File: config.mk
export PLATFORM = sky130hd
export DESIGN_NAME = flow_jump_unit
export DESIGN_NICKNAME = d
export VERILOG_FILES = /design/src/flow_jump_pkg.sv /design/src/flow_jump_unit.sv /design/src/jump_target_calc.sv
export VERILOG_INCLUDE_DIRS = /design/src
export SDC_FILE = /design/constraint.sdc
export NUM_CORES = 1
export LEC_CHECK = 0
export BUFFER_PORTS_ARGS = -buffer_cell sky130_fd_sc_hd__buf_4
export CAP_MARGIN = 5
export CORE_MARGIN = 2
export CORE_UTILIZATION = 56
export CTS_CLUSTER_SIZE = 28
export DETAILED_ROUTE_END_ITERATION = 10
export GPL_ROUTABILITY_DRIVEN = 0
export PLACE_DENSITY = 0.81
export SKIP_CTS_REPAIR_TIMING = 1
export SYNTH_ARGS = -nofsm -noshare
export SYNTH_HDL_FRONTEND = slang
export SYNTH_SLANG_ARGS = --single-unit
File: constraint.sdc
create_clock -name CLOCK -period 4.3 [get_ports CLOCK]
set_clock_uncertainty 0.15 [all_clocks]
set_input_delay 0.43 -clock CLOCK [delete_from_list [all_inputs] [get_ports CLOCK]]
set_output_delay 0.43 -clock CLOCK [all_outputs]
set_load 0.005 [all_outputs]
File: src/flow_jump_defs.svh
// timing, opcode, instruction length and reset value constants for the flow jump unit
`ifndef FLOW_JUMP_DEFS_SVH
`define FLOW_JUMP_DEFS_SVH
// ==========================================
// opcodes
`define OPC_INDIRECT_JUMP 8'h73
`define OPC_JUMP_BIT_CLEAR 8'h30
`define OPC_JUMP_CARRY_CLEAR 8'h50
// ==========================================
// lengths and machine cycles
`define LEN_INDIRECT 16'h0001
`define LEN_BIT_CLEAR 16'h0003
`define LEN_CARRY_CLEAR 16'h0002
`define EXEC_CYCLES 2'h2
// ==========================================
// reset values
`define RESET_PC_VALUE 16'h0000
`define RESET_BYTE_VALUE 8'h00
`endif

File: src/flow_jump_pkg.sv
// types shared by the flow jump unit
package flow_jump_pkg;
  // ==========================================
  // instruction as presented by fetch
  typedef struct packed {
    logic [7:0] opcode;
    logic [7:0] byte2;
    logic [7:0] byte3;
  } instr_s;
  // ==========================================
  // architectural state seen by the unit
  typedef struct packed {
    logic [15:0] pc;
    logic [7:0] acc;
    logic [15:0] data_pointer_reg;
    logic carry;
  } core_state_s;
  typedef enum logic [1:0] {
    OP_NONE,
    OP_INDIRECT,
    OP_BIT_CLEAR,
    OP_CARRY_CLEAR
  } op_kind_e;
endpackage

File: src/flow_jump_unit.sv
// execute unit for the indirect and conditional-clear jumps
`include "flow_jump_defs.svh"
module flow_jump_unit (
  input wire logic CLOCK,
  input wire logic RST,
  input wire logic ISSUE_VALID,
  input wire flow_jump_pkg::instr_s INSTR,
  input wire flow_jump_pkg::core_state_s STATE,
  input wire logic BIT_VALUE,
  output logic ISSUE_READY,
  output logic CLAIMED,
  output logic [7:0] BIT_ADDR,
  output logic BIT_RD,
  output logic PC_LOAD,
  output logic [15:0] PC_NEXT,
  output logic TAKEN,
  output logic BUSY
);
  // ==========================================
  // state and captured operands
  typedef enum logic [1:0] {IDLE, EXEC} st_e;
  st_e state_ff;
  st_e nxt_state;
  flow_jump_pkg::op_kind_e kind_ff;
  flow_jump_pkg::op_kind_e dec_kind;
  logic [15:0] pc_ff;
  logic [7:0] acc_ff;
  logic [15:0] data_pointer_ff;
  logic [7:0] rel_ff;
  logic [7:0] baddr_ff;
  logic carry_ff;
  logic [15:0] pc_out_ff;
  logic load_ff;
  logic taken_ff;
  logic [15:0] target;
  wire claim_op;
  wire accept;
  wire is_bit_clear;
  wire [7:0] rel_sel;
  wire exec_indirect;
  wire exec_bit_clear;
  wire exec_carry_clear;
  wire take_rel;
  wire taken_now;

  // ==========================================
  // decode helpers
  // one shared compare keeps decode and operand steering in step
  function automatic logic opcode_is(input logic [7:0] opc, input logic [7:0] pattern);
    opcode_is = (opc == pattern);
  endfunction
  function automatic flow_jump_pkg::op_kind_e decode_op(input logic [7:0] opc);
    if (opcode_is(opc, `OPC_INDIRECT_JUMP)) begin
      decode_op = flow_jump_pkg::OP_INDIRECT;
    end else if (opcode_is(opc, `OPC_JUMP_BIT_CLEAR)) begin
      decode_op = flow_jump_pkg::OP_BIT_CLEAR;
    end else if (opcode_is(opc, `OPC_JUMP_CARRY_CLEAR)) begin
      decode_op = flow_jump_pkg::OP_CARRY_CLEAR;
    end else begin
      decode_op = flow_jump_pkg::OP_NONE;
    end
  endfunction

  // ==========================================
  // decode
  assign dec_kind = decode_op(INSTR.opcode);
  assign claim_op = (dec_kind != flow_jump_pkg::OP_NONE);
  assign is_bit_clear = opcode_is(INSTR.opcode, `OPC_JUMP_BIT_CLEAR);
  // offset is byte 3 for bit-clear, byte 2 for carry-clear
  assign rel_sel = is_bit_clear ? INSTR.byte3 : INSTR.byte2;

  // ==========================================
  // issue handshake
  // no stall input: ready simply drops for the one exec cycle
  assign ISSUE_READY = (state_ff == IDLE);
  assign CLAIMED = ISSUE_VALID && claim_op;
  assign accept = ISSUE_READY && CLAIMED;
  assign BUSY = (state_ff == EXEC);

  // ==========================================
  // exec qualifiers
  assign exec_indirect = BUSY && (kind_ff == flow_jump_pkg::OP_INDIRECT);
  assign exec_bit_clear = BUSY && (kind_ff == flow_jump_pkg::OP_BIT_CLEAR);
  assign exec_carry_clear = BUSY && (kind_ff == flow_jump_pkg::OP_CARRY_CLEAR);

  // ==========================================
  // bit access
  // pure read; no write path exists, so the tested bit is never touched
  assign BIT_ADDR = baddr_ff;
  assign BIT_RD = exec_bit_clear;

  // ==========================================
  // branch condition
  // bit read live in the exec cycle, carry as it stood at issue
  assign take_rel = exec_bit_clear ? !BIT_VALUE
                  : exec_carry_clear ? !carry_ff
                  : 1'h0;
  assign taken_now = take_rel || exec_indirect;

  // ==========================================
  // arithmetic
  jump_target_calc u_calc (
    .kind(kind_ff),
    .pc(pc_ff),
    .acc(acc_ff),
    .data_pointer_reg(data_pointer_ff),
    .rel(rel_ff),
    .take_rel(take_rel),
    .target(target)
  );

  // ==========================================
  // two machine cycles: capture, then resolve
  always_comb begin
    nxt_state = state_ff;
    case (state_ff)
      IDLE: if (accept) nxt_state = EXEC;
      EXEC: nxt_state = IDLE;
      default: nxt_state = IDLE;
    endcase
  end
  always_ff @(posedge CLOCK or posedge RST) begin
    if (RST) begin
      state_ff <= IDLE;
    end else begin
      state_ff <= nxt_state;
    end
  end

  // ==========================================
  // operand capture
  // everything is latched at issue so fetch may move on at once
  always_ff @(posedge CLOCK or posedge RST) begin
    if (RST) begin
      kind_ff <= flow_jump_pkg::OP_NONE;
    end else if (accept) begin
      kind_ff <= dec_kind;
    end
  end
  always_ff @(posedge CLOCK or posedge RST) begin
    if (RST) begin
      pc_ff <= `RESET_PC_VALUE;
    end else if (accept) begin
      pc_ff <= STATE.pc;
    end
  end
  always_ff @(posedge CLOCK or posedge RST) begin
    if (RST) begin
      acc_ff <= `RESET_BYTE_VALUE;
    end else if (accept) begin
      acc_ff <= STATE.acc;
    end
  end
  always_ff @(posedge CLOCK or posedge RST) begin
    if (RST) begin
      data_pointer_ff <= `RESET_PC_VALUE;
    end else if (accept) begin
      data_pointer_ff <= STATE.data_pointer_reg;
    end
  end
  always_ff @(posedge CLOCK or posedge RST) begin
    if (RST) begin
      carry_ff <= 1'h0;
    end else if (accept) begin
      carry_ff <= STATE.carry;
    end
  end
  always_ff @(posedge CLOCK or posedge RST) begin
    if (RST) begin
      baddr_ff <= `RESET_BYTE_VALUE;
    end else if (accept) begin
      baddr_ff <= INSTR.byte2;
    end
  end
  always_ff @(posedge CLOCK or posedge RST) begin
    if (RST) begin
      rel_ff <= `RESET_BYTE_VALUE;
    end else if (accept) begin
      rel_ff <= rel_sel;
    end
  end

  // ==========================================
  // result
  // acc, data pointer and flags have no write port here
  always_ff @(posedge CLOCK or posedge RST) begin
    if (RST) begin
      load_ff <= 1'h0;
    end else begin
      load_ff <= BUSY;
    end
  end
  always_ff @(posedge CLOCK or posedge RST) begin
    if (RST) begin
      pc_out_ff <= `RESET_PC_VALUE;
    end else if (BUSY) begin
      pc_out_ff <= target;
    end
  end
  always_ff @(posedge CLOCK or posedge RST) begin
    if (RST) begin
      taken_ff <= 1'h0;
    end else if (BUSY) begin
      taken_ff <= taken_now;
    end
  end

  // ==========================================
  // outputs
  assign PC_LOAD = load_ff;
  assign PC_NEXT = pc_out_ff;
  assign TAKEN = taken_ff && load_ff;
endmodule

File: src/jump_target_calc.sv
// target address arithmetic for the flow jump unit
`include "flow_jump_defs.svh"
module jump_target_calc (
  input wire flow_jump_pkg::op_kind_e kind,
  input wire logic [15:0] pc,
  input wire logic [7:0] acc,
  input wire logic [15:0] data_pointer_reg,
  input wire logic [7:0] rel,
  input wire logic take_rel,
  output logic [15:0] target
);
  // ==========================================
  // helpers
  function automatic logic [15:0] sext8(input logic [7:0] v);
    sext8 = {{8{v[7]}}, v};
  endfunction
  wire [15:0] seq_pc;
  wire [15:0] rel_pc;
  wire [15:0] ind_pc;
  // carry ripples through all 16 bits, sum wraps
  assign ind_pc = data_pointer_reg + {8'h00, acc};
  assign seq_pc = (kind == flow_jump_pkg::OP_BIT_CLEAR) ? pc + `LEN_BIT_CLEAR
                : (kind == flow_jump_pkg::OP_CARRY_CLEAR) ? pc + `LEN_CARRY_CLEAR
                : pc + `LEN_INDIRECT;
  assign rel_pc = seq_pc + sext8(rel);
  assign target = (kind == flow_jump_pkg::OP_INDIRECT) ? ind_pc
                : take_rel ? rel_pc : seq_pc;
endmodule

Yosys cells after proc, flatten, opt, wreduce, memory -nomap -nowiden
Cells that the tools add are included.
W data, S select, Z words.
{ "totals": {"regBits": 79, "inputBits": 69, "out_inout_bits": 30, "word_cells": 47} }
{ "op_classes": {"addsub": 5, "n_eq_ne": 8, "n_mux": 12, "n_reduce_logical": 11} }
{ "op_table": {"columns": ["operator", "n"], "rows": [
  ["$mux W16", 4],
  ["$add A16 B2 Y16 const B", 2],
  ["$add A16 B1 Y16 const B", 1],
  ["$add A16 B16 Y16", 1],
  ["$add A16 B8 Y16", 1],
  ["$eq A8 B7 Y1 const B", 2],
  ["$mux W2", 5],
  ["$eq A8 B6 Y1 const B", 1],
  ["$mux W8", 1],
  ["$logic_and A1 B1 Y1", 6],
  ["$eq A2 B1 Y1 const B", 2],
  ["$eq A2 B2 Y1 const B", 2],
  ["$logic_not A1 Y1", 2],
  ["$logic_not A2 Y1", 1],
  ["$mux W1", 2],
  ["$ne A2 B1 Y1 const B", 1],
  ["$reduce_bool A2 Y1", 1],
  ["$logic_or A1 B1 Y1", 1]
]} }

Depth between registers and ports, before layout
Gate-level depths: netlist of run 1.
{ "depth": {"depth_word": 9, "depth_mapped": 14, "depth_no_buf": 14} }

By module
From an unflattened synthesis of run 1, not the netlist that was laid out.
{ "unflattened": {"cells_unflattened": 470, "area_unflattened_um2": 5197.5} }
{ "modules_own_cells": {"columns": ["mod", "n_inst", "cells_each", "area_per_inst_um2", "seq_area_each_um2"], "rows": [
  ["flow_jump_unit", 1, 194, 3118.0, 1951.9],
  ["jump_target_calc", 1, 276, 2079.5, 0.0]
]} }

Worst setup path before layout of run 1
Ideal clock, no wire load.
{ "synth_timing": {"path_type": "register to register", "from": "reg pc_ff[2]", "to": "reg pc_out_ff[14], in the netlist PC_NEXT[14]", "setup_ns": 0.104, "arrival_ns": 3.241, "required_time_ns": 4.046, "setup_slack_ns": 0.806, "stages_incl_launch_ff": 14, "path_buffers": 0, "synth_period_minus_slack_ns": 3.494, "path_cell_list": "dfrtp_1 ha_1 mux2_2 a221oi_2 nor2_1 xnor2_1 inv_1 ha_1 a21oi_1 o21ai_0 a221oi_1 o21a_1 o21ai_0 a221oi_1"} }
{ "synth_via": {"elab_chain_len": 6, "elab_cells_between_ends": 8, "cone_classes": "4 x add/sub; 4 x mux"} }
{ "synth_rtl": {"columns": ["element", "line", "rtl"], "rows": [
  ["from (decl)", "flow_jump_unit.sv:26", "logic [15:0] pc_ff;"],
  ["from (signal assigned)", "flow_jump_unit.sv:142", "pc_ff <= `RESET_PC_VALUE;"],
  ["from (signal assigned)", "flow_jump_unit.sv:144", "pc_ff <= STATE.pc;"],
  ["$add A16 B1 Y16 (no source line) or $add A16 B2 Y16 (tied branches)", null, null],
  ["$mux W16 (no source line)", null, null],
  ["$mux W16 (no source line) *", null, null],
  ["$add A16 B16 Y16", "jump_target_calc.sv:25", "assign rel_pc = seq_pc + sext8(rel);"],
  ["$mux W16 *", "jump_target_calc.sv:27", ": take_rel ? rel_pc : seq_pc;"],
  ["$mux W16 *", "jump_target_calc.sv:26", "assign target = (kind == flow_jump_pkg::OP_INDIRECT) ? ind_pc"],
  ["to (signal assigned)", "flow_jump_unit.sv:195", "pc_out_ff <= `RESET_PC_VALUE;"],
  ["to (signal assigned)", "flow_jump_unit.sv:197", "pc_out_ff <= target;"],
  ["to (decl)", "flow_jump_unit.sv:32", "logic [15:0] pc_out_ff;"]
]} }
Mark *: on every way between the ends. The rest lies on a longest branch, timed or not.
A chain may end at the register's enable or synchronous reset.

Worst setup path in the final report of run 1
Ends and elaborated chain as after synthesis.

==> results of run 1 <==
## cells in the mapped netlist (4+ instances only)
| master | instances |
|---|---|
| nand3_1 | 15 |
| a211oi_1 | 11 |
| buf_2 | 8 |
| nor4b_1 | 4 |
| dfrtp_1 | 78 |
| a21oi_1 | 34 |
| mux2_2 | 47 |
| nor3_1 | 5 |
| inv_1 | 15 |
| ha_1 | 32 |
| o211ai_1 | 5 |
| nor2_1 | 38 |
| o21a_1 | 6 |
| nor2b_1 | 5 |
| clkbuf_1 | 7 |
| xor2_1 | 12 |
| nand2_1 | 34 |
| o21ai_0 | 27 |
| xnor2_1 | 21 |
| nand2b_1 | 6 |
| and3_1 | 6 |
| or3_1 | 5 |
| a31oi_1 | 4 |
| a22oi_1 | 4 |
| mux2i_1 | 13 |
## layout make-up
| type | count | area [µm²] | area share |
|---|---|---|---|
| Clock inverter | 5 | 58.81 | 0.009669 |
| Inverter | 15 | 56.30 | 0.009257 |
| Multi-Input combinational cell | 392 | 2970 | 0.4884 |
| Timing Repair Buffer | 102 | 778.2 | 0.1280 |
| Clock buffer | 11 | 131.4 | 0.02160 |
| Sequential cell | 78 | 1952 | 0.3209 |
| Tap cell | 108 | 135.1 | 0.02222 |
## stage by stage
stage / hold WS (ns) / setup slack (ns) / util
after global placement: 0.3155 / 0.6045 / 0.6723
after global routing: 0.1161 / 0.03181 / 0.6940
after CTS: 0.1126 / 0.4336 / 0.6940
final: 0.1239 / 0.3954 / 0.6940
after floorplan: 0.2441 / 0.8056 / -
after detailed placement: 0.3222 / 0.4563 / 0.6723
## layer usage
layer | global-route usage | wire, µm | vias up
li1 | - | - | 2051
met1 | 0.3358 | 5219 | 2036
met2 | 0.4075 | 5658 | 140
met3 | 0.04752 | 713 | 31
met4 | 0.1033 | 323 | 0
met5 | 0 | 0 | -
## worst register-to-register path, stage by stage, from the launching register on
cell and delay, ns:
dfrtp_1 0.52, ha_1 0.29, mux2_2 0.28, a221oi_2 0.22
buf_4 0.18, nor2_1 0.06, xnor2_1 0.20, inv_1 0.07
ha_1 0.36, a21oi_1 0.27, o21ai_0 0.21, a221oi_1 0.46
o21a_1 0.18, o21ai_0 0.06, a221oi_1 0.31
## logic make-up after synthesis
kind of cell	Yosys count	synth area share
mux	60	0.1303
xor+xnor	33	0.05709
flops	78	0.3856
simple gates	138	0.1409
compound gates	127	0.1713
buf+inv	33	0.02793
fa+ha+maj	34	0.08700
## state kept, by name, indices dropped and copies added, names as in the netlist
register and cells:
taken_ff 1, kind_ff 2, rel_ff 8, PC_NEXT 16, BIT_ADDR 8, PC_LOAD 1, carry_ff 1, data_pointer_ff 16
acc_ff 8, state_ff 1, pc_ff 16
## where the power goes
| group | total (W) | switching, W | internal (W) | leakage, nW |
|---|---|---|---|---|
| Clock | 0.000557 | 0.000287 | 0.000270 | 0.0899 |
| Combinational | 0.000928 | 0.000464 | 0.000464 | 1.84 |
| Sequential | 0.00101 | 0.000139 | 0.000867 | 0.976 |
## how the worst max path moves through the flow
| stage | startpoint | endpoint | slack, ns | depth (start not counted) |
|---|---|---|---|---|
| finish | pc_ff[2] | PC_NEXT[14] | 0.40 | 14 |
| global route | pc_ff[2] | PC_NEXT[14] | 0.03 | 14 |
| CTS | pc_ff[2] | PC_NEXT[14] | 0.43 | 14 |
| detailed placement | pc_ff[2] | PC_NEXT[14] | 0.46 | 14 |
| global placement | pc_ff[2] | PC_NEXT[14] | 0.60 | 14 |
| floorplan | pc_ff[2] | PC_NEXT[14] | 0.81 | 13 |
==> run_results.csv, run 1 <==
group,metric,value,unit
detailed_routing,drc,0,
clock_tree,numCtsBuffers,9,
clock_tree,htree_levels,3,
worst_hold_path,min_to,"acc_ff[1]",
clock_tree,tritoncts,"built",
worst_setup_path,crit_type,"register to register",
timing,slew_headroom,0.2672,
synth,syn_avg_cell_area,10.06,µm²
final_layout,n_antenna_cell,0,
synth,ys_warn_count,0,
worst_setup_path,cp-end-kind,"register",
detailed_routing,wl_per_cell,16.76,µm
final_layout,final_cells,711,
placement,port_buffers,98,
timing,min_period_over_period,0.9081,
clock_tree,cts_sinks,78,
final_layout,postLayoutCellArea,0.006082,mm²
final_layout,nFillCells,675,
worst_setup_path,worstPathMaxFanout,12,
worst_setup_path,critPathTopFamily,"compound AO/OA/AOI/OAI gates",
synth,ys.flop_type,"dfrtp_1",
synth,ys_seq_elements,78,
worst_setup_path,slowest_stage,"dfrtp_1",
worst_setup_path,crit_path_cell_trace,"ha_1 -> mux2_2 -> a221oi_2 -> buf_4 -> nor2_1 -> xnor2_1 -> inv_1 -> ha_1 -> a21oi_1 -> o21ai_0 -> a221oi_1 -> o21a_1 -> o21ai_0 -> a221oi_1",
placement,hpwlAfterDp,8.986,mm
die,pin_count,99,
grt,antenna_found_initial,0,
final_layout,final_cell_mix,"buf_4, dfrtp_1, mux2_2, nor2_1",
worst_hold_path,whs_path_depth,3,
detailed_routing,drtPass1Iterations,4,
die,std_cell_rows,34,
detailed_routing,viasPerCell,5.989,
timing,tns,0,ns
synth,synth_top_area_share,0.3856,
detailed_routing,vias,4258,
synth,synthTopCellsByArea,"dfrtp_1, mux2_2, ha_1",
die,die_h,99.08,µm
timing,final-max-slew-violation-count,0,
synth,syn_area,0.005062,mm²
timing,final_hold_viol_count,0,
grt,grt_max_degree,53,
pwr,ir_drop,0.0002475,V
timing,tightest_slew,1.098,ns
worst_setup_path,cp-start-kind,"register",
synth,synth_nets,606,
final_layout,drive_gt1_frac,0.2919,
synth,synth_edf_count,0,
grt,grt_pass1_vias,4282,
worst_setup_path,reg2reg_depth,14,
worst_hold_path,min-delay-start,"STATE[18]",
worst_setup_path,reg2reg_slack,0.40,ns
clock_tree,clk_path_buf_depth,2,
worst_setup_path,worstPathArrival,4.02,ns
worst_setup_path,crit_required,4.41,ns
run,cap_violations,0,
die,dieWidth,99.08,µm
detailed_routing,drtAntennaViolNets,0,
clock_tree,root_buffer,"clkbuf_8",
die,initial_utilization,0.5777,
placement,placed_area,0.005892,mm²
synth,synth_area_leader_cell,"dfrtp_1",
pwr,power_density,409.6,mW/mm²
die,dieArea,0.009817,mm²
placement,dp.cells,695,
worst_setup_path,slowest_delay,0.52,ns
timing,fmaxAchievable,256.1,MHz
worst_setup_path,worst-path-buf-inv,2,
synth,ys_seq_area_frac,0.3856,
pwr,p_leak,2.903,nW
timing,rsz0062_at_grt,"false",
detailed_routing,drt-initial-drc-count,248,
timing,setup_violations,0,
synth,async_reset_ff_frac,1.000,
worst_hold_path,hold_class,"primary input to register",
grt,grt_pass1_wl,20.00,mm
run_status,status,"completed",
grt,grt_overflow,0,
clock_tree,clk_latency,0.36,ns
synth,synth_cell_types,63,
worst_setup_path,r2r-start,"pc_ff[2]",
synth,synth_cells,503,
grt,track_usage,0.2523,
pwr,total_power,0.002491,W
detailed_routing,wl,11.91,mm
worst_setup_path,reg2reg_to,"PC_NEXT[14]",
die,core_area,0.008763,mm²
final_layout,final_common_cell,"buf_4",
final_layout,fin_nets,701,
final_layout,syn_to_final_growth,20.14,%
timing,min_period,3.905,ns
clock_tree,clk_pin_slew,0.08,ns
No activity file was read; power rests on OpenSTA's default activity.
==> run 2: changes to the inputs <==
Settings changed: CORE_ASPECT_RATIO set to 2.
==> run_results.csv, run 2 (synthesized netlist as in run 1, its figures left out) <==
group,metric,value,unit
die,std_cell_rows,49,
grt,grt_pass1_vias,4512,
pwr,p_leak,2.966,nW
worst_setup_path,reg2reg_slack,0.29,ns
timing,tns,0,ns
grt,grt_max_degree,60,
worst_setup_path,reg2reg_depth,13,
pwr,internal-power,0.001820,W
timing,min_period_over_period,0.9324,
placement,placed_area,0.005877,mm²
run,cap_violations,0,
detailed_routing,drtPass1Iterations,7,
timing,min_period,4.010,ns
final_layout,final_common_cell,"buf_4",
timing,tightest_slew,0.9177,ns
pwr,p_comb_frac,0.345,
grt,track_usage,0.2740,
final_layout,n_antenna_cell,0,
worst_setup_path,worstPathMaxFanout,12,
timing,slew_headroom,0.3873,
pwr,power_density,443.9,mW/mm²
final_layout,drive_gt1_frac,0.2940,
pwr,pwr-share-clk,0.287,
worst_hold_path,min-delay-start,"STATE[25]",
timing,final_hold_viol_count,0,
timing,rsz0062_at_grt,"false",
die,dieArea,0.009863,mm²
detailed_routing,wl,12.97,mm
timing,final-max-slew-violation-count,0,
timing,fmaxAchievable,249.4,MHz
final_layout,utilization,0.6978,
clock_tree,clk_latency,0.34,ns
pwr,switching_power,0.0009339,W
detailed_routing,drc,0,
clock_tree,tritoncts,"built",
worst_hold_path,min_to,"pc_ff[0]",
detailed_routing,wl_per_cell,18.43,µm
final_layout,fin_nets,700,
detailed_routing,drtAntennaViolNets,0,
die,die_h,138.5,µm
grt,antenna_found_initial,0,
final_layout,final_cell_mix,"buf_4, dfrtp_1, mux2_2, nor2_1",
clock_tree,root_buffer,"clkbuf_16",
clock_tree,cts_sinks,78,
placement,hpwlAfterDp,9.800,mm
detailed_routing,vias,4377,
worst_setup_path,r2r-start,"pc_ff[2]",
worst_setup_path,crit_required,4.38,ns
pwr,p_seq_frac,0.368,
die,core_area,0.008890,mm²
run_status,status,"completed",
die,pin_count,99,
worst_hold_path,hold_class,"primary input to register",
placement,port_buffers,98,
clock_tree,clk_path_buf_depth,2,
timing,setup_violations,0,
die,initial_utilization,0.5695,
worst_hold_path,whs_path_depth,3,
clock_tree,numCtsBuffers,9,
final_layout,postLayoutCellArea,0.006203,mm²
die,dieWidth,71.23,µm
worst_setup_path,crit_type,"register to register",
worst_setup_path,worstPathArrival,4.09,ns
worst_setup_path,cp-end-kind,"register",
worst_setup_path,cp-start-kind,"register",
detailed_routing,drt-initial-drc-count,289,
detailed_routing,viasPerCell,6.217,
pwr,p_sw_frac,0.3391,
clock_tree,clk_pin_slew,0.06,ns
clock_tree,htree_levels,3,
worst_setup_path,reg2reg_to,"PC_NEXT[14]",
grt,grt_overflow,0,
final_layout,syn_to_final_growth,22.54,%
grt,grt_pass1_wl,21.30,mm
pwr,ir_drop,0.0003705,V
[run 2: how the worst max path moves through the flow]
stage                  start           to  slack (ns)
CTS                 pc_ff[2]  PC_NEXT[14]        0.23
floorplan           pc_ff[2]  PC_NEXT[14]        0.81
finish              pc_ff[2]  PC_NEXT[14]        0.29
global placement    pc_ff[2]  PC_NEXT[14]        0.50
global route        pc_ff[2]  PC_NEXT[14]        0.03
detailed placement  pc_ff[2]  PC_NEXT[14]        0.30
[run 2: layer usage]
metal	track usage	vias up	wire length (µm)
met3	0.05685	56	711
li1	-	2042	-
met2	0.4961	165	7170
met5	0	-	0
met1	0.2811	2114	4446
met4	0.1539	0	645
[run 2: layout make-up]
cell class | count | area [µm²]
Timing Repair Buffer | 101 | 770.7
Tap cell | 102 | 127.6
Fill cell | 695 | 2686
Clock inverter | 4 | 52.55
Sequential cell | 78 | 1952
Clock buffer | 12 | 256.5
Inverter | 15 | 56.30
Multi-Input combinational cell | 392 | 2988
[run 2: power groups by stage]
stage / clock network (W) / logic (W) / registers, W
2_1_floorplan: 0 / 0.000661 / 0.000972
3_3_place_gp: 0 / 0.000891 / 0.00101
3_5_place_dp: 0 / 0.000928 / 0.00102
4_1_cts: 0.000801 / 0.000937 / 0.00101
5_1_grt: 0.000831 / 0.00105 / 0.00103
6_report: 0.000790 / 0.000950 / 0.00101
[run 2: stage by stage]
step           worst slack (ns)  total power, W  hold slack, ns  instances
6_report                 0.2905        0.002754          0.1462        704
3_5_place_dp             0.2983        0.001950          0.3320        688
4_1_cts                  0.2330        0.002749          0.1451        704
3_3_place_gp             0.4971        0.001904          0.3249        688
5_1_grt                 0.03486        0.002910          0.1432        704
2_1_floorplan            0.8056        0.001634          0.2441        503
[run 2: worst max-delay path, cell delays in order, from the launching register on]
cell      delay, ns
dfrtp_1        0.52
ha_1           0.31
mux2_2         0.31
a221oi_4       0.32
nor2_1         0.11
xnor2_1        0.23
inv_1          0.08
ha_1           0.40
a21oi_1        0.15
o21ai_1        0.29
a221oi_2       0.16
nor4b_1        0.42
o21ai_0        0.15
a221oi_1       0.32
==> run 3: changes to the inputs <==
Settings changed: CORE_UTILIZATION 56 to 55, PLACE_DENSITY 0.81 to 0.8.
==> run_results.csv, run 3 (synthesized netlist as in run 1, its figures left out) <==
group,metric,value,unit
worst_setup_path,slowest_delay,0.51,ns
placement,hpwlAfterDp,9.915,mm
detailed_routing,viasPerCell,6.115,
worst_setup_path,crit_type,"register to register",
worst_setup_path,critPathTopFamily,"compound AO/OA/AOI/OAI gates",
timing,tightest_slew,0.7966,ns
die,std_cell_rows,49,
clock_tree,cts_sinks,78,
detailed_routing,wl,12.87,mm
die,dieArea,0.01003,mm²
detailed_routing,drc,0,
run_status,status,"completed",
clock_tree,root_buffer,"clkbuf_16",
placement,port_buffers,98,
timing,setup_violations,0,
placement,dp.cells,690,
detailed_routing,drtAntennaViolNets,0,
clock_tree,htree_levels,3,
clock_tree,tritoncts,"built",
final_layout,fin_nets,702,
grt,grt_pass1_vias,4544,
final_layout,n_antenna_cell,0,
worst_setup_path,worst-path-buf-inv,1,
final_layout,final_cell_mix,"buf_4, dfrtp_1, mux2_2, nor2_1",
grt,track_usage,0.2695,
pwr,ir_drop,0.0003486,V
clock_tree,numCtsBuffers,9,
worst_setup_path,reg2reg_depth,13,
die,pin_count,99,
worst_setup_path,worstPathMaxFanout,12,
final_layout,final_common_cell,"buf_4",
final_layout,final_cells,706,
grt,grt_max_degree,43,
placement,post-place-ws,0.3553,ns
detailed_routing,drt-initial-drc-count,229,
timing,tns,0,ns
final_layout,drive_gt1_frac,0.2964,
pwr,power_density,432.7,mW/mm²
grt,grt_overflow,0,
worst_setup_path,crit_path_cell_trace,"ha_1 -> mux2_2 -> a221oi_2 -> nor2_1 -> xnor2_1 -> inv_1 -> ha_1 -> a21oi_1 -> o21ai_0 -> a221oi_2 -> o21a_1 -> o21ai_0 -> a221oi_1",
timing,rsz0062_at_grt,"false",
final_layout,multi_input_area,0.002977,mm²
die,core_area,0.008951,mm²
timing,slew_headroom,0.4682,
pwr,p_leak,2.959,nW
grt,antenna_found_initial,0,
final_layout,syn_to_final_growth,21.70,%
worst_hold_path,hold_class,"primary input to async pin",
worst_setup_path,cp-start-kind,"register",
detailed_routing,drtPass1Iterations,6,
detailed_routing,vias,4317,
timing,min_period,4.007,ns
worst_setup_path,reg2reg_to,"PC_NEXT[14]",
timing,whs,0.09479,ns
final_layout,final-seq-area,0.001952,mm²
die,die_h,139.7,µm
worst_setup_path,cp-end-kind,"register",
final_layout,nFillCells,715,
worst_setup_path,reg2reg_slack,0.29,ns
worst_setup_path,slowest_stage,"dfrtp_1",
grt,grt_pass1_wl,21.16,mm
clock_tree,clk_path_buf_depth,2,
timing,setup_ws,0.2928,ns
die,dieWidth,71.84,µm
run,cap_violations,0,
timing,min_period_over_period,0.9319,
die,initial_utilization,0.5656,
clock_tree,clk_pin_slew,0.06,ns
worst_setup_path,worstPathArrival,4.09,ns
worst_setup_path,crit_required,4.39,ns
timing,final_hold_viol_count,0,
worst_setup_path,r2r-start,"pc_ff[2]",
timing,fmaxAchievable,249.6,MHz
detailed_routing,wl_per_cell,18.23,µm
timing,final-max-slew-violation-count,0,
clock_tree,clk_latency,0.35,ns
pwr,total_power,0.002666,W
run 3: stage by stage:
stage,util,instance area (µm²)
final,0.6883,6161
after global routing,0.6883,6161
after CTS,0.6876,6155
after detailed placement,0.6568,5879
after global placement,0.6568,5879
after floorplan,-,5062
run 3: report_power, final:
part	leakage [nW]	internal (W)	switching, W
registers	0.976	0.000869	0.000141
clock network	0.140	0.000407	0.000308
logic	1.84	0.000464	0.000478
total	2.96	0.00174	0.000926
run 3: layout make-up:
class / instances / area share
Clock buffer: 11 / 0.03940
Tap cell: 102 / 0.02071
Sequential cell: 78 / 0.3168
Multi-Input combinational cell: 392 / 0.4831
Timing Repair Buffer: 103 / 0.1255
Inverter: 15 / 0.009139
Clock inverter: 5 / 0.005280
run 3: how the worst max path moves through the flow:
stage                        start           to  slack, ns  cells after the start
after detailed placement  pc_ff[2]  PC_NEXT[14]       0.36                     13
after floorplan           pc_ff[2]  PC_NEXT[14]       0.81                     13
after global routing      pc_ff[2]  PC_NEXT[14]       0.01                     13
after CTS                 pc_ff[2]  PC_NEXT[14]       0.29                     13
final                     pc_ff[2]  PC_NEXT[14]       0.29                     13
after global placement    pc_ff[2]  PC_NEXT[14]       0.50                     13
run 3: routing by layer:
| metal | global-route usage | routed length, µm | part of all wire |
|---|---|---|---|
| met1 | 0.2815 | 4494 | 0.35 |
| met2 | 0.4878 | 7147 | 0.56 |
| met3 | 0.04996 | 603 | 0.047 |
| met4 | 0.1509 | 624 | 0.048 |
| met5 | 0 | 0 | 0 |
